==> src/rtl/fdchx_cfg.svh <==
// Constants of the floppy host transfer and command block.
// Assumes inclusion by bare name from every rtl file that needs it.
`ifndef FDCHX_CFG_SVH
`define FDCHX_CFG_SVH

// ----------------------------------------
// Timing
// ----------------------------------------
`define FDCHX_MCLK_NS 8
`define FDCHX_SVC125_NS 62000
`define FDCHX_SVC250_NS 30000
`define FDCHX_SVC500_NS 14000
`define FDCHX_SVC1K_NS 6000
`define FDCHX_SVC250_CYC (`FDCHX_SVC250_NS / `FDCHX_MCLK_NS)
`define FDCHX_SVC500_CYC (`FDCHX_SVC500_NS / `FDCHX_MCLK_NS)
`define FDCHX_SVC1K_CYC (`FDCHX_SVC1K_NS / `FDCHX_MCLK_NS)

// ----------------------------------------
// Data rate select codes
// ----------------------------------------
`define FDCHX_RATE_125 2'h0
`define FDCHX_RATE_250 2'h1
`define FDCHX_RATE_500 2'h2
`define FDCHX_RATE_1K 2'h3

// ----------------------------------------
// Opcodes, low five bits
// ----------------------------------------
`define FDCHX_OPC_READ 5'h06
`define FDCHX_OPC_READ_DEL 5'h0C
`define FDCHX_OPC_WRITE 5'h05
`define FDCHX_OPC_READ_ID 5'h0A
`define FDCHX_OPC_FORMAT 5'h0D
`define FDCHX_OPC_SCAN_EQ 5'h11
`define FDCHX_OPC_READ_TRK 5'h02

// ----------------------------------------
// Byte counts
// ----------------------------------------
`define FDCHX_LEN_XFER 4'h9
`define FDCHX_LEN_READ_ID 4'h2
`define FDCHX_LEN_FORMAT 4'h6
`define FDCHX_LEN_ONE 4'h1
`define FDCHX_LEN_RES 4'h7

// ----------------------------------------
// Field positions and status values
// ----------------------------------------
`define FDCHX_B0_MT 7
`define FDCHX_B0_DD 6
`define FDCHX_B0_SK 5
`define FDCHX_B1_IPS 7
`define FDCHX_B1_HD 2
`define FDCHX_B1_DR1 1
`define FDCHX_B1_DR0 0
`define FDCHX_MSR_RQM 7
`define FDCHX_MSR_DIO 6
`define FDCHX_MSR_NDMA 5
`define FDCHX_MSR_BUSY 4
`define FDCHX_ST0_INVALID 8'h80
`define FDCHX_ST0_ABNORMAL 8'h40
`define FDCHX_ST1_OVR_BIT 4
`define FDCHX_ST1_OVERRUN 8'h10

`endif

==> src/rtl/fdchx_pkg.sv <==
// Types of the floppy host transfer and command block.
// Assumes nothing beyond a SystemVerilog compiler.
package fdchx_pkg;

  typedef enum logic [1:0] {PH_CMD, PH_EXEC, PH_RES} fdchx_phase_t;

  typedef enum logic [3:0] {
    OP_READ, OP_READ_DEL, OP_WRITE, OP_READ_ID,
    OP_FORMAT, OP_SCAN_EQ, OP_READ_TRK, OP_INVALID
  } fdchx_op_t;

  typedef struct packed {
    fdchx_op_t op;
    logic multi_track;
    logic double_density_select;
    logic skip_deleted;
    logic implied_seek;
    logic head_select;
    logic drive_sel_hi;
    logic drive_sel_lo;
    logic [6:0][7:0] prm;
  } fdchx_cmd_t;

  typedef struct packed {
    logic [7:0] st0;
    logic [7:0] st1;
    logic [7:0] st2;
    logic [7:0] track;
    logic [7:0] head;
    logic [7:0] sector;
    logic [7:0] size;
  } fdchx_res_t;

endpackage

==> src/rtl/fdchx_xfer.sv <==
// Floppy controller host side: command bytes, execution transfer
// by DMA, interrupt or polling, and result bytes.
// Assumes a disk engine that consumes cmd and returns status and data.
//
// How it works
// RULE_01: DMA mode requests each ready execution byte
// RULE_02: DMA needs specify bit and drive-control gate
// RULE_03: DMA partner answers with acknowledge plus strobe
// RULE_04: Request drops on acknowledge going low
// RULE_05: DMA mode interrupts on entering result phase
// RULE_06: Host keeps chip select high during DMA
// RULE_07: Terminal count ends operation, only with acknowledge
// RULE_08: Non-DMA interrupts per byte, status bits 5,7
// RULE_09: Byte interrupt clears when byte is moved
// RULE_10: Late service flags overrun, ends at sector end
// RULE_11: Interrupt marks result phase, status bits 7,6
// RULE_12: First result read clears result interrupt
// RULE_13: Status bit 7 mirrors interrupt in non-DMA
// RULE_14: Transfer commands take nine bytes, return seven
// RULE_15: Low five opcode bits pick the command
// RULE_16: Format six bytes, read ID two bytes
// RULE_17: Scan equal last byte is step size
// RULE_18: Host services each byte within rate limit
// RULE_19: Implied seek honoured only when mode enables
// RULE_20: Command writes and result reads gated by status
// RULE_21: No per-byte interrupts in DMA mode
`include "fdchx_cfg.svh"
module fdchx_xfer
  import fdchx_pkg::*;
#(
  parameter int SVC125_CYC = `FDCHX_SVC125_NS / `FDCHX_MCLK_NS,
  parameter int FIFO_DEPTH = 8
) (
  // Clock and reset
  input wire logic mclk,
  input wire logic reset_n,
  // Host data register
  input wire logic cs_n,
  input wire logic rd_strobe,
  input wire logic wr_strobe,
  input wire logic [7:0] wdata,
  output logic [7:0] rdata,
  output logic [7:0] msr,
  // DMA and interrupt
  input wire logic dma_ack_n,
  input wire logic terminal_count,
  output logic dma_request,
  output logic irq,
  // Configuration
  input wire logic dma_mode_bit,
  input wire logic dma_gate_en,
  input wire logic implied_seek_en,
  input wire logic [1:0] rate_sel,
  // Engine command side
  output logic cmd_start,
  output fdchx_cmd_t cmd,
  output logic exec_abort,
  input wire logic exec_done,
  input wire logic sector_end,
  input wire fdchx_res_t res_in,
  // Engine data side
  input wire logic disk_rd_valid,
  input wire logic [7:0] disk_rd_data,
  output logic disk_rd_ready,
  output logic disk_wr_valid,
  output logic [7:0] disk_wr_data,
  input wire logic disk_wr_ready
);
  fdchx_phase_t phase_reg;
  logic [3:0] idx_reg;
  logic [7:0] cbuf_reg [0:8];
  logic [6:0][7:0] rbuf_reg;
  logic [3:0] res_len_reg;
  logic to_host_reg;
  logic xfer_reg;
  logic launch_reg;
  logic cmd_start_reg;
  logic exec_abort_reg;
  fdchx_cmd_t cmd_reg;
  logic dreq_reg;
  logic irq_reg;
  logic res_irq_reg;
  logic ovr_reg;
  logic [12:0] svc_cnt_reg;
  logic [7:0] msr_reg;
  logic [7:0] msr_next;
  logic [7:0] rdata_reg;

  logic in_cmd;
  logic in_exec;
  logic in_res;
  logic dma_on;
  logic acc;
  logic cmd_wr;
  logic res_rd;
  logic rd_take;
  logic wr_take;
  logic byte_ready;
  logic byte_irq;
  logic irq_comb;
  logic tc_hit;
  logic ovr_end;
  logic end_exec;
  logic last_cmd;
  logic [12:0] svc_lim;
  logic [7:0] opc_sel;
  fdchx_op_t dec_op;
  logic [3:0] dec_cmd_len;
  logic [3:0] dec_res_len;
  logic dec_xfer;
  logic dec_to_host;
  logic f_in_valid;
  logic f_in_ready;
  logic [7:0] f_in_data;
  logic f_out_valid;
  logic f_out_ready;
  logic [7:0] f_out_data;

  // ----------------------------------------
  // Phase and access decode
  // ----------------------------------------
  assign in_cmd = (phase_reg == PH_CMD);
  assign in_exec = (phase_reg == PH_EXEC);
  assign in_res = (phase_reg == PH_RES);
  assign dma_on = dma_mode_bit & dma_gate_en; // [RULE_02]
  // Chip select stays high under DMA, so acknowledge selects alone
  assign acc = ~cs_n | ~dma_ack_n; // [RULE_03] [RULE_06]
  assign cmd_wr = in_cmd & wr_strobe & ~cs_n; // [RULE_20]
  assign res_rd = in_res & rd_strobe & ~cs_n; // [RULE_20]
  assign rd_take = in_exec & xfer_reg & to_host_reg & rd_strobe & acc & f_out_valid;
  assign wr_take = in_exec & xfer_reg & ~to_host_reg & wr_strobe & acc & f_in_ready;
  assign byte_ready = in_exec & xfer_reg & (to_host_reg ? f_out_valid : f_in_ready);
  assign tc_hit = in_exec & terminal_count & ~dma_ack_n; // [RULE_07]
  assign ovr_end = in_exec & ovr_reg & sector_end; // [RULE_10]
  assign end_exec = in_exec & (exec_done | tc_hit | ovr_end);
  assign last_cmd = cmd_wr & (idx_reg == dec_cmd_len - 4'h1);

  // ----------------------------------------
  // Opcode decode
  // ----------------------------------------
  assign opc_sel = (in_cmd && idx_reg == 4'h0) ? wdata : cbuf_reg[0];

  fdchx_opdec u_dec (
    .opcode(opc_sel),
    .op(dec_op),
    .cmd_len(dec_cmd_len),
    .res_len(dec_res_len),
    .xfer(dec_xfer),
    .to_host(dec_to_host)
  );

  // ----------------------------------------
  // Data FIFO
  // ----------------------------------------
  // One FIFO serves both directions; it is flushed outside execution
  assign f_in_valid = to_host_reg ? (in_exec & xfer_reg & disk_rd_valid) : wr_take;
  assign f_in_data = to_host_reg ? disk_rd_data : wdata;
  assign f_out_ready = to_host_reg ? rd_take : (in_exec & xfer_reg & disk_wr_ready);
  assign disk_rd_ready = in_exec & xfer_reg & to_host_reg & f_in_ready;
  assign disk_wr_valid = in_exec & xfer_reg & ~to_host_reg & f_out_valid;
  assign disk_wr_data = f_out_data;

  fdchx_fifo #(.WIDTH(8), .DEPTH(FIFO_DEPTH)) u_fifo (
    .mclk(mclk),
    .reset_n(reset_n),
    .flush(~in_exec),
    .in_valid(f_in_valid),
    .in_ready(f_in_ready),
    .in_data(f_in_data),
    .out_valid(f_out_valid),
    .out_ready(f_out_ready),
    .out_data(f_out_data)
  );

  // ----------------------------------------
  // Phase sequencing
  // ----------------------------------------
  always_ff @(posedge mclk or negedge reset_n) begin
    if (!reset_n) begin
      phase_reg <= PH_CMD;
      idx_reg <= 4'h0;
      to_host_reg <= 1'b1;
      xfer_reg <= 1'b0;
      res_len_reg <= `FDCHX_LEN_RES;
    end else begin
      case (phase_reg)
        PH_CMD: begin
          if (last_cmd) begin
            idx_reg <= 4'h0;
            to_host_reg <= dec_to_host;
            xfer_reg <= dec_xfer;
            res_len_reg <= dec_res_len;
            phase_reg <= (dec_op == OP_INVALID) ? PH_RES : PH_EXEC;
          end else if (cmd_wr) begin
            idx_reg <= idx_reg + 4'h1;
          end
        end
        PH_EXEC: begin
          if (end_exec) begin
            phase_reg <= PH_RES; // [RULE_05] [RULE_07]
          end
        end
        default: begin
          if (res_rd && idx_reg == res_len_reg - 4'h1) begin
            idx_reg <= 4'h0;
            phase_reg <= PH_CMD;
          end else if (res_rd) begin
            idx_reg <= idx_reg + 4'h1;
          end
        end
      endcase
    end
  end

  // ----------------------------------------
  // Command bytes and engine hand-off
  // ----------------------------------------
  always_ff @(posedge mclk) begin
    if (cmd_wr) begin
      cbuf_reg[idx_reg] <= wdata; // [RULE_14]
    end
  end

  // Start is held back one edge so the last byte has landed in cbuf
  always_ff @(posedge mclk or negedge reset_n) begin
    if (!reset_n) begin
      launch_reg <= 1'b0;
      cmd_start_reg <= 1'b0;
      exec_abort_reg <= 1'b0;
    end else begin
      launch_reg <= last_cmd & (dec_op != OP_INVALID);
      cmd_start_reg <= launch_reg;
      exec_abort_reg <= in_exec & ~exec_done & (tc_hit | ovr_end);
    end
  end

  always_ff @(posedge mclk or negedge reset_n) begin
    if (!reset_n) begin
      cmd_reg <= '0;
    end else if (launch_reg) begin
      cmd_reg.op <= dec_op;
      cmd_reg.multi_track <= cbuf_reg[0][`FDCHX_B0_MT];
      cmd_reg.double_density_select <= cbuf_reg[0][`FDCHX_B0_DD];
      cmd_reg.skip_deleted <= cbuf_reg[0][`FDCHX_B0_SK];
      cmd_reg.implied_seek <= cbuf_reg[1][`FDCHX_B1_IPS] & implied_seek_en; // [RULE_19]
      cmd_reg.head_select <= cbuf_reg[1][`FDCHX_B1_HD];
      cmd_reg.drive_sel_hi <= cbuf_reg[1][`FDCHX_B1_DR1];
      cmd_reg.drive_sel_lo <= cbuf_reg[1][`FDCHX_B1_DR0];
      cmd_reg.prm <= {cbuf_reg[2], cbuf_reg[3], cbuf_reg[4], cbuf_reg[5],
                      cbuf_reg[6], cbuf_reg[7], cbuf_reg[8]}; // [RULE_16] [RULE_17]
    end
  end

  // ----------------------------------------
  // Result bytes
  // ----------------------------------------
  always_ff @(posedge mclk or negedge reset_n) begin
    if (!reset_n) begin
      rbuf_reg <= '0;
    end else if (last_cmd && dec_op == OP_INVALID) begin
      rbuf_reg[6] <= `FDCHX_ST0_INVALID;
    end else if (end_exec) begin
      rbuf_reg <= res_in; // [RULE_14]
      if (ovr_reg) begin
        rbuf_reg[6] <= res_in.st0 | `FDCHX_ST0_ABNORMAL; // [RULE_10]
        rbuf_reg[5] <= res_in.st1 | `FDCHX_ST1_OVERRUN;
      end
    end
  end

  // ----------------------------------------
  // DMA request
  // ----------------------------------------
  always_ff @(posedge mclk or negedge reset_n) begin
    if (!reset_n) begin
      dreq_reg <= 1'b0;
    end else begin
      // Low acknowledge forces the request off [RULE_04]
      dreq_reg <= dma_ack_n & dma_on & byte_ready; // [RULE_01] [RULE_02]
    end
  end

  // ----------------------------------------
  // Service timer and overrun
  // ----------------------------------------
  always_comb begin
    case (rate_sel)
      `FDCHX_RATE_125: svc_lim = 13'(SVC125_CYC);
      `FDCHX_RATE_250: svc_lim = 13'(`FDCHX_SVC250_CYC);
      `FDCHX_RATE_500: svc_lim = 13'(`FDCHX_SVC500_CYC);
      default: svc_lim = 13'(`FDCHX_SVC1K_CYC);
    endcase
  end

  always_ff @(posedge mclk or negedge reset_n) begin
    if (!reset_n) begin
      svc_cnt_reg <= 13'h0000;
      ovr_reg <= 1'b0;
    end else begin
      if (byte_ready && !(rd_take || wr_take) && !ovr_reg) begin
        svc_cnt_reg <= svc_cnt_reg + 13'h0001;
      end else begin
        svc_cnt_reg <= 13'h0000;
      end
      // Overrun is only reported; the sector still runs to its end
      if (in_cmd) begin
        ovr_reg <= 1'b0;
      end else if (byte_ready && svc_cnt_reg == svc_lim - 13'h0001) begin
        ovr_reg <= 1'b1; // [RULE_10] [RULE_18]
      end
    end
  end

  // ----------------------------------------
  // Interrupt and main status
  // ----------------------------------------
  assign byte_irq = byte_ready & ~dma_on; // [RULE_08] [RULE_09] [RULE_21]
  assign irq_comb = byte_irq | res_irq_reg;

  always_ff @(posedge mclk or negedge reset_n) begin
    if (!reset_n) begin
      res_irq_reg <= 1'b0;
    end else if ((last_cmd && dec_op == OP_INVALID) || end_exec) begin
      res_irq_reg <= 1'b1; // [RULE_05] [RULE_11]
    end else if (res_rd && idx_reg == 4'h0) begin
      res_irq_reg <= 1'b0; // [RULE_12]
    end
  end

  always_comb begin
    msr_next = 8'h00;
    msr_next[`FDCHX_MSR_RQM] = in_cmd | in_res | (in_exec & ~dma_on & irq_comb); // [RULE_13]
    msr_next[`FDCHX_MSR_DIO] = in_res | (in_exec & ~dma_on & to_host_reg & irq_comb);
    msr_next[`FDCHX_MSR_NDMA] = in_exec & ~dma_on; // [RULE_08] [RULE_11]
    msr_next[`FDCHX_MSR_BUSY] = ~in_cmd | (idx_reg != 4'h0);
  end

  always_ff @(posedge mclk or negedge reset_n) begin
    if (!reset_n) begin
      irq_reg <= 1'b0;
      msr_reg <= 8'h80;
    end else begin
      irq_reg <= irq_comb;
      msr_reg <= msr_next;
    end
  end

  // Read data is staged ahead so a strobe sees it at once
  always_ff @(posedge mclk or negedge reset_n) begin
    if (!reset_n) begin
      rdata_reg <= 8'h00;
    end else if (in_res) begin
      rdata_reg <= rbuf_reg[3'(4'h6 - idx_reg)];
    end else begin
      rdata_reg <= f_out_data;
    end
  end

  assign rdata = rdata_reg;
  assign msr = msr_reg;
  assign irq = irq_reg;
  assign dma_request = dreq_reg;
  assign cmd_start = cmd_start_reg;
  assign cmd = cmd_reg;
  assign exec_abort = exec_abort_reg;

  // ----------------------------------------
  // Checks
  // ----------------------------------------
  property p_req_set;
    @(posedge mclk) disable iff (!reset_n)
      dma_on && byte_ready && dma_ack_n |=> dma_request;
  endproperty
  a_req_set: assert property (p_req_set) else $error("no dma request"); // [RULE_01]

  property p_req_gate;
    @(posedge mclk) disable iff (!reset_n)
      dma_request |-> $past(dma_mode_bit && dma_gate_en);
  endproperty
  a_req_gate: assert property (p_req_gate) else $error("ungated dma"); // [RULE_02]

  property p_req_drop;
    @(posedge mclk) disable iff (!reset_n)
      $fell(dma_ack_n) |=> !dma_request;
  endproperty
  a_req_drop: assert property (p_req_drop) else $error("request held"); // [RULE_04]

  property p_dma_res_irq;
    @(posedge mclk) disable iff (!reset_n)
      in_exec && dma_on && exec_done |-> ##2 irq;
  endproperty
  a_dma_res_irq: assert property (p_dma_res_irq) else $error("no result irq"); // [RULE_05]

  property p_tc;
    @(posedge mclk) disable iff (!reset_n)
      in_exec && terminal_count && !dma_ack_n |=> in_res;
  endproperty
  a_tc: assert property (p_tc) else $error("tc ignored"); // [RULE_07]

  property p_tc_gated;
    @(posedge mclk) disable iff (!reset_n)
      in_exec && dma_ack_n && !exec_done && !ovr_end |=> in_exec;
  endproperty
  a_tc_gated: assert property (p_tc_gated) else $error("left exec"); // [RULE_07]

  property p_byte_irq;
    @(posedge mclk) disable iff (!reset_n)
      byte_ready && !dma_on |=> irq && msr[7] && msr[5];
  endproperty
  a_byte_irq: assert property (p_byte_irq) else $error("no byte irq"); // [RULE_08]

  property p_ovr;
    @(posedge mclk) disable iff (!reset_n)
      in_exec && ovr_reg && sector_end |=> in_res && rbuf_reg[5][`FDCHX_ST1_OVR_BIT];
  endproperty
  a_ovr: assert property (p_ovr) else $error("overrun lost"); // [RULE_10]

  property p_res_msr;
    @(posedge mclk) disable iff (!reset_n)
      in_res |=> msr[7:5] == 3'b110;
  endproperty
  a_res_msr: assert property (p_res_msr) else $error("bad result status"); // [RULE_11]

  property p_res_clr;
    @(posedge mclk) disable iff (!reset_n)
      res_rd && idx_reg == 4'h0 |-> ##2 !irq;
  endproperty
  a_res_clr: assert property (p_res_clr) else $error("irq not cleared"); // [RULE_12]

  property p_mirror;
    @(posedge mclk) disable iff (!reset_n)
      $past(in_exec && !dma_on) |-> msr[7] == irq;
  endproperty
  a_mirror: assert property (p_mirror) else $error("status 7 not irq"); // [RULE_13]

  property p_no_dma_irq;
    @(posedge mclk) disable iff (!reset_n)
      in_exec && dma_on && !res_irq_reg |=> !irq;
  endproperty
  a_no_dma_irq: assert property (p_no_dma_irq) else $error("byte irq in dma"); // [RULE_21]
endmodule

==> src/rtl/fdchx_fifo.sv <==
// Byte FIFO in the execution-phase data path.
// Assumes one clock; flush empties it in one edge.
module fdchx_fifo #(
  parameter int WIDTH = 8,
  parameter int DEPTH = 8
) (
  // Clock and reset
  input wire logic mclk,
  input wire logic reset_n,
  input wire logic flush,
  // Fill side
  input wire logic in_valid,
  output logic in_ready,
  input wire logic [WIDTH-1:0] in_data,
  // Drain side
  output logic out_valid,
  input wire logic out_ready,
  output logic [WIDTH-1:0] out_data
);
  localparam int AW = $clog2(DEPTH);
  logic [WIDTH-1:0] mem_reg [0:DEPTH-1];
  logic [AW-1:0] wr_ptr_reg;
  logic [AW-1:0] rd_ptr_reg;
  logic [AW:0] count_reg;
  logic push;
  logic pop;

  assign in_ready = (count_reg != (AW+1)'(DEPTH));
  assign out_valid = (count_reg != '0);
  assign out_data = mem_reg[rd_ptr_reg];
  assign push = in_valid & in_ready;
  assign pop = out_valid & out_ready;

  always_ff @(posedge mclk) begin
    if (push) begin
      mem_reg[wr_ptr_reg] <= in_data;
    end
  end

  always_ff @(posedge mclk or negedge reset_n) begin
    if (!reset_n) begin
      wr_ptr_reg <= '0;
      rd_ptr_reg <= '0;
      count_reg <= '0;
    end else if (flush) begin
      wr_ptr_reg <= '0;
      rd_ptr_reg <= '0;
      count_reg <= '0;
    end else begin
      if (push) begin
        wr_ptr_reg <= (wr_ptr_reg == AW'(DEPTH-1)) ? '0 : wr_ptr_reg + 1'b1;
      end
      if (pop) begin
        rd_ptr_reg <= (rd_ptr_reg == AW'(DEPTH-1)) ? '0 : rd_ptr_reg + 1'b1;
      end
      count_reg <= count_reg + (AW+1)'(push) - (AW+1)'(pop);
    end
  end
endmodule

==> src/rtl/fdchx_opdec.sv <==
// Opcode decoder: command kind, byte counts and data direction.
// Assumes the opcode byte is stable while its outputs are used.
`include "fdchx_cfg.svh"
module fdchx_opdec
  import fdchx_pkg::*;
(
  // Opcode in
  input wire logic [7:0] opcode,
  // Decode out
  output fdchx_op_t op,
  output logic [3:0] cmd_len,
  output logic [3:0] res_len,
  output logic xfer,
  output logic to_host
);
  always_comb begin
    op = OP_INVALID;
    cmd_len = `FDCHX_LEN_ONE;
    res_len = `FDCHX_LEN_RES;
    xfer = 1'b1;
    to_host = 1'b1;
    // Low five bits only; high bits are option flags [RULE_15]
    case (opcode[4:0])
      `FDCHX_OPC_READ: begin
        op = OP_READ;
        cmd_len = `FDCHX_LEN_XFER; // [RULE_14]
      end
      `FDCHX_OPC_READ_DEL: begin
        op = OP_READ_DEL;
        cmd_len = `FDCHX_LEN_XFER;
      end
      `FDCHX_OPC_WRITE: begin
        op = OP_WRITE;
        cmd_len = `FDCHX_LEN_XFER;
        to_host = 1'b0;
      end
      `FDCHX_OPC_READ_ID: begin
        op = OP_READ_ID;
        cmd_len = `FDCHX_LEN_READ_ID; // [RULE_16]
        xfer = 1'b0;
      end
      `FDCHX_OPC_FORMAT: begin
        op = OP_FORMAT;
        cmd_len = `FDCHX_LEN_FORMAT; // [RULE_16]
        to_host = 1'b0;
      end
      `FDCHX_OPC_SCAN_EQ: begin
        op = OP_SCAN_EQ;
        cmd_len = `FDCHX_LEN_XFER; // [RULE_17]
        to_host = 1'b0;
      end
      `FDCHX_OPC_READ_TRK: begin
        op = OP_READ_TRK;
        cmd_len = `FDCHX_LEN_XFER;
      end
      default: begin
        res_len = `FDCHX_LEN_ONE;
        xfer = 1'b0;
      end
    endcase
  end
endmodule

==> config.mk <==
export PLATFORM = sky130hd
export DESIGN_NAME = fdchx_xfer
export DESIGN_NICKNAME = d
export VERILOG_FILES = /design/src/rtl/fdchx_pkg.sv /design/src/rtl/fdchx_xfer.sv /design/src/rtl/fdchx_fifo.sv /design/src/rtl/fdchx_opdec.sv
export VERILOG_INCLUDE_DIRS = /design/src /design/src/rtl
export SDC_FILE = /design/constraint.sdc
export NUM_CORES = 1
export LEC_CHECK = 0
export BUFFER_PORTS_ARGS = -buffer_cell sky130_fd_sc_hd__buf_2
export CORE_UTILIZATION = 55
export CTS_CLUSTER_SIZE = 20
export DETAILED_ROUTE_END_ITERATION = 7
export GPL_ROUTABILITY_DRIVEN = 0
export PLACE_DENSITY_LB_ADDON = 0.15
export SLEW_MARGIN = 10
export SYNTH_ARGS = -nofsm -noshare
export SYNTH_HDL_FRONTEND = slang
export SYNTH_SLANG_ARGS = --single-unit
==> constraint.sdc <==
create_clock -name mclk -period 6.8 [get_ports mclk]
set_clock_uncertainty 0.2 [all_clocks]
set_input_delay 0.68 -clock mclk [delete_from_list [all_inputs] [get_ports mclk]]
set_output_delay 0.68 -clock mclk [all_outputs]
set_load 0.02 [all_outputs]
# Yosys cells after proc, flatten, opt, wreduce, memory -nomap -nowiden
# Memories as Yosys holds them, arrays and structs flattened. A register that Yosys moved wholly into a read port is not among the register bits.
# Cells that the tools add are included.
word_totals:
  wordCells: 204
  ff_bits: 121
  memories: 2
  mem_bits_rw: 136
  in_bits: 88
memory_table:
  columns: ["memory", "depth", "width", "rd", "rd_ports_with_merged_regs", "wr", "line_no", "rtl"]
  rows:
  - ["cbuf_reg", 9, 8, 9, 7, 1, "fdchx_xfer.sv:71", "logic [7:0] cbuf_reg [0:8];"]
  - ["u_fifo.mem_reg", 8, 8, 1, 0, 1, "fdchx_fifo.sv:21", "logic [WIDTH-1:0] mem_reg [0:DEPTH-1];"]
op_classes:
  add_sub_neg: 10
  bitwise_logic: 55
  reduce_logical: 36
  magnitude_cmp: 1
  eq_ne: 24
  n_mux: 43
ops:
  columns: ["operator", "n"]
  rows:
  - ["$mux W56", 1]
  - ["$pmux W13 S3", 1]
  - ["$and A1 B1 Y1", 38]
  - ["$mux W8", 4]
  - ["$bmux W8 S3", 1]
  - ["$mux W3", 7]
  - ["$pmux W3 S7", 1]
  - ["$mux W4", 5]
  - ["$eq A5 B4 Y1 const B", 3]
  - ["$mux W15", 1]
  - ["$add A13 B1 Y13 const B", 1]
  - ["$eq A13 B13 Y1", 1]
  - ["$mux W1", 13]
  - ["$mux W13", 1]
  - ["$sub A13 B1 Y13 const B", 1]
  - ["$pmux W4 S3", 1]
  - ["$eq A5 B3 Y1 const B", 2]
  - ["$logic_not A1 Y1", 9]
  - ["$or A1 B1 Y1", 9]
  - ["$eq A4 B4 Y1", 2]
  - ["$mux W2", 4]
  - ["$ne A2 B1 Y1 const B", 4]
  - ["$not A1 Y1", 8]
  - ["$pmux W4 S2", 1]
  - ["31 further kinds", 50]

# Longest topological paths before layout
depth:
  ltp_word: 12
  depth_mapped: 12
  depth_no_buf: 12

# By module
# Synthesis repeated with hierarchy kept, for this count alone.
unflattened:
  hier_cells: 988
  hier_area_um2: 13161.4
modules_own_cells:
  columns: ["mod", "seq_area_each_um2", "n_inst", "area_each_um2", "cells_per_inst"]
  rows:
  - ["fdchx_xfer", 6227.2, 1, 9693.0, 775]
  - ["fdchx_fifo", 2172.1, 1, 3161.8, 168]
  - ["fdchx_opdec", 0.0, 1, 306.5, 45]

# Least setup slack after synthesis
# OpenSTA, ideal clock, no wires.
synth_timing:
  path_type: "register to register"
  start: "register idx_reg[0]"
  end: "register xfer_reg"
  path_buffers: 1
  setup_time_ns: 0.125
  setup_slack_ns: 3.476
  synth_period_minus_slack_ns: 3.324
  path_stages_with_launch: 10
  arrival_ns: 2.999
  path_cell_list: "dfrtp_1 > clkbuf_1 > inv_1 > ha_1 > or3b_4 > nor4_2 > or3_2 > a211o_1 > nor3_4 > mux2_4"
synth_between:
  elab_chain_cells: 10
  word_cells_on_any_way: 18
  classes_between: "add/sub: 1; eq/ne: 8; mux: 3; bitwise: 1; reduce/logical: 5"
synth_rtl:
  columns: ["element", "line_no", "rtl"]
  rows:
  - ["start: declaration", "fdchx_xfer.sv:70", "logic [3:0] idx_reg;"]
  - ["start signal: assignment", "fdchx_xfer.sv:195", "idx_reg <= idx_reg + 4'h1;"]
  - ["start signal: assignment", "fdchx_xfer.sv:208", "idx_reg <= idx_reg + 4'h1;"]
  - ["$logic_not A4 Y1", "fdchx_xfer.sv:141", "assign opc_sel = (in_cmd && idx_reg == 4'h0) ? wdata : cbuf_reg[0];"]
  - ["$logic_and A1 B1 Y1", "fdchx_xfer.sv:141", null]
  - ["$mux W5", "fdchx_xfer.sv:141", null]
  - ["$eq A5 B3 Y1 (tied with other cells)", "fdchx_opdec.sv:23", "case (opcode[4:0])"]
  - ["$reduce_or A5 Y1 (no source line)", null, null]
  - ["$pmux W4 S3", "fdchx_opdec.sv:23", null]
  - ["$sub A4 B1 Y4", "fdchx_xfer.sv:136", "assign last_cmd = cmd_wr & (idx_reg == dec_cmd_len - 4'h1);"]
  - ["$eq A4 B4 Y1", "fdchx_xfer.sv:136", null]
  - ["$and A1 B1 Y1", "fdchx_xfer.sv:136", null]
  - ["$reduce_and A2 Y1 (no source line)", null, null]
  - ["end signal: assignment", "fdchx_xfer.sv:191", "xfer_reg <= dec_xfer;"]
  - ["end: declaration", "fdchx_xfer.sv:75", "logic xfer_reg;"]
# Several ways; a longest one is shown, not always the timed one.
# A chain may end at the register's enable or synchronous reset.

# Worst setup path in the final report
layout_timing:
  start: "register idx_reg[0]"
  end: "register res_len_reg[1]"
layout_between:
  elab_chain_cells: 10
  word_cells_on_any_way: 18
  classes_between: "add/sub: 1; eq/ne: 8; mux: 3; bitwise: 1; reduce/logical: 5"
layout_rtl:
  columns: ["element", "line_no", "rtl"]
  rows:
  - ["$logic_not A4 Y1", "fdchx_xfer.sv:141", null]
  - ["$logic_and A1 B1 Y1", "fdchx_xfer.sv:141", null]
  - ["$mux W5", "fdchx_xfer.sv:141", null]
  - ["$eq A5 B3 Y1 (tied with other cells)", "fdchx_opdec.sv:23", null]
  - ["$reduce_or A5 Y1 (no source line)", null, null]
  - ["$pmux W4 S3", "fdchx_opdec.sv:23", null]
  - ["$sub A4 B1 Y4", "fdchx_xfer.sv:136", null]
  - ["$eq A4 B4 Y1", "fdchx_xfer.sv:136", null]
  - ["$and A1 B1 Y1", "fdchx_xfer.sv:136", null]
  - ["$reduce_and A2 Y1 (no source line)", null, null]
  - ["end signal: assignment", "fdchx_xfer.sv:184", "res_len_reg <= `FDCHX_LEN_RES;"]
  - ["end signal: assignment", "fdchx_xfer.sv:192", "res_len_reg <= dec_res_len;"]
  - ["end: declaration", "fdchx_xfer.sv:73", "logic [3:0] res_len_reg;"]
# Several ways; a longest one is shown, not always the timed one.

==> summary.md <==
| Metric | Value |
|---|---|
| Status | finished clean |
| CTS sink cnt | just over 300 |
| R2r endpoint | res_len_reg[1]$_DFFE_PN1P_ |
| Share of cells above drive strength 1 | roughly 38% |
| Cell area power density | 302 mW/mm² |
| Minimum clock period | ~4 ns |
| Worst Setup EP | res_len_reg[1]$_DFFE_PN1P_ |
| Min-delay worst type | in -> reg |
| Routed wire per std cell | 19.6 µm |
| Ys async rst share | roughly 57% |
| IO Pins | around 190 |
| Max-slew headroom | 36.2% |
| Finished Cell Area | between 0.015 and 0.02 mm² |
| Final setup fails | 0 |
| Worst-path fanout max | 21 |
| Type of element launching the critical path | flip-flop |
| Crit path cell chain | inv_1 -> ha_1 -> or3b_4 -> nor4_2 -> or3_2 -> a211o_1 -> nor4b_4 -> o21ba_1 |
| Cells after synthesis | slightly below 900 |
| Post-Synth Simple-Gate Area | 8.22% |
| Worst Setup SP | idx_reg[0]$_DFFE_PN0P_ |
| Setup TNS | 0 ns |
| Final worst-path cycle share | between 50% and 60% |
| Post-DP Area | about 0.014 mm² |
| Util after Layout | around two thirds |
| Max FFs per register | between 60 and 70 |
| Fin. Hold Viols | 0 |
| Synth top area cells | dfrtp_1 33%, edfxtp_1 31%, mux2_2 11% |
| Initial antenna violation count | 1 |
| WL final | 27.4 mm |
| Post-route ant nets | 0 |
| YS warnings | 0 |
| Worst slew pin tran | roughly 0.96 ns |
| Maximum number of pins on one net before global-route repair | 72 |
| Post-CTS Setup Bufs | 0 |
| Core ar. | between 0.02 and 0.025 mm² |
| # Max-Cap Violations | 0 |
| Max rail drop VDD | a little over 200 µV |
| CTS tree | built |
| CTS H-tree lvls | 1 |
| DRC viols | 0 |
| Synth Area in XOR/XNOR | between 1.5 and 2% |
| Worst path depth | 8 |
| F_max | approximately 0.25 GHz |
| Worst path bufs/invs | 1 |
| Syn_area_per_cell | 14.6 µm² |
| Yosys reg bits | slightly above 300 |
| Resize count post-CTS | 0 |
| Crit path max-delay family | simple AND/OR/NAND/NOR gates |
| Hold buffer count at CTS | 1 |
| LEAKAGE | 6.43 nW |
| Setup WS pre-CTS | ~2.8 ns |
| Die width | 155 µm |
| Via Count | ~7800 |
| Post-synthesis compound-gate area fraction | 4.98% |
| Die ar. | 0.0241 mm² |
| DP Wirelength | 18.5 mm |
| Crit path DAT | around 4.2 ns |
| Worst Slack Setup Final | roughly 2.9 ns |
| Initial Utilization | approximately 57% |
| Worst-Skew Late Latency | between 0.5 and 0.6 ns |
| DIE HEIGHT | around 160 µm |
| Synth Flop Type | dfrtp_1 |
| Post-synth top area share | 32.9% |
| Multiplexer area fraction after synthesis | around 17% |
| Distinct cells, synth | 71 |
| Total track usage | a little under a quarter |
| Critical Setup Path Class | reg -> reg |
| First-iteration detailed-routing DRC count | between 500 and 600 |
| Clock Root Buffer | clkbuf_16 |
| Gr ovfl total | 0 |
| FF-to-FF Start | idx_reg[0]$_DFFE_PN0P_ |
| Cts bufs inserted | 31 |
| Worst Setup End Kind | flip-flop |
| Required time of the critical path | between 7 and 8 ns |
| Mapped Area | approximately 0.013 mm² |
| 1st-pass router iterations | 5 |
| Diode count | 0 |
| Vias/cell | 5.58 |
| Number of synthesized flops with an enable pin | 132 |
| Register area share after synthesis | 64.1% |
| R2r worst-path depth | 8 |
| Synth area leader | dfrtp_1 |
| Slowest cell delay on critical path | between 0.9 and 1 ns |
| RSZ-0062 raised after global routing | no |
| Rows | 55 |
| Adder-Cell Fraction of Synth Area | 1.70% |
| CP max-delay cell | dfrtp_1 |
| First-pass GRT wire length | 43.2 mm |
| PortBufs | between 150 and 200 |
| Reg2reg setup slack | ~2.9 ns |
| Clock transition at path regs | ~0.060 ns |
| Area grow syn2layout | 16.7% |
| Clock Tree Buf Depth | 3 |
| Vias in the first global route | between 7000 and 8000 |
| NumNets Final | about 1200 |
| Max-slew violations | 0 |
| Largest family of logic cells by synthesized area | multiplexers |
## area by class of cell
| cell class | count | area (µm²) |
|---|---|---|
| Sequential cell | 305 | 8300 |
| Fill cell | 1713 | 7740 |
| Multi-Input combinational cell | 512 | 4370 |
| Timing Repair Buffer | 189 | 980 |
| Clock buffer | 42 | 847 |
| Tap cell | 313 | 392 |
| Clock inverter | 15 | 146 |
| Inverter | 19 | 73.8 |
## power by group
part	switching (W)	internal, W	leakage, nW
registers	0.000116	0.00206	3.44
clock network	0.000679	0.000980	0.489
logic	0.000420	0.000308	2.50
## metrics by stage
stage          hold slack (ns)  instances  total power [W]
2_1_floorplan            0.152        890          0.00269
3_3_place_gp             0.255       1337          0.00292
3_5_place_dp             0.261       1337          0.00294
4_1_cts                 0.0952       1395          0.00460
5_1_grt                  0.119       1395          0.00475
6_report                 0.106       1395          0.00457
## how the worst min path moves through the flow
stage          depth (start not counted)              endpoint                      from
3_5_place_dp                           1   cmd[11]$_DFFE_PN0P_  cbuf_reg[7][3]$_DFFE_PP_
3_3_place_gp                           1   cmd[26]$_DFFE_PN0P_  cbuf_reg[5][2]$_DFFE_PP_
6_report                               2  exec_abort$_DFF_PN0_                 exec_done
5_1_grt                                2  exec_abort$_DFF_PN0_                 exec_done
4_1_cts                                2  exec_abort$_DFF_PN0_                 exec_done
2_1_floorplan                          0   cmd_start$_DFF_PN0_      launch_reg$_DFF_PN0_
## layer usage
| layer | routed length [µm] | vias to the layer above | share of wire (%) | track usage [%] |
|---|---|---|---|---|
| met2 | 13000 | 225 | 48 | 38.4 |
| met1 | 12100 | 3917 | 44 | 32.5 |
| met4 | 714 | 2 | 2.6 | 6.63 |
| li1 | - | 3591 | - | - |
| met5 | 13 | - | 0.047 | 0 |
| met3 | 1500 | 50 | 5.5 | 3.96 |
## placed cells by master, fill, tap and decap left out, drive strengths merged, types with 22 or more instances in the layout
cell	instances
o21ai	22
nor2	64
dfrtp	170
edfxtp	132
mux4	24
buf	188
nand2	34
mux2	128
a21oi	26
clkbuf	42
## cell usage after synthesis (3+ instances only)
cell type	number
a211o_1	3
a211oi_1	4
a21o_1	3
a21oi_1	26
a31oi_1	7
and2_1	7
and3_1	10
buf_1	6
buf_2	5
buf_4	5
buf_6	3
clkbuf_1	35
dfrtp_1	170
dfstp_2	3
edfxtp_1	132
ha_1	16
inv_1	18
mux2_2	126
mux2i_1	20
mux4_2	24
nand2_1	34
nand2b_1	9
nand3_1	14
nand3b_1	8
nor2_1	63
nor2b_1	7
nor3_1	14
nor3b_1	8
nor4_1	3
o211ai_1	9
o21ai_0	21
o22ai_1	6
or3_1	3
xnor2_1	13
xor2_1	8
## logic make-up (layout without fill, tap and decap cells)
family          after synthesis  after routing
flops                       305            305
simple gates                198            198
mux                         172            172
compound gates               98             98
buf+inv                      73            265
xor+xnor                     22             22
fa+ha+maj                    17             17
other cells                   1              5
Note: power is estimated with default switching activity, not from simulation.
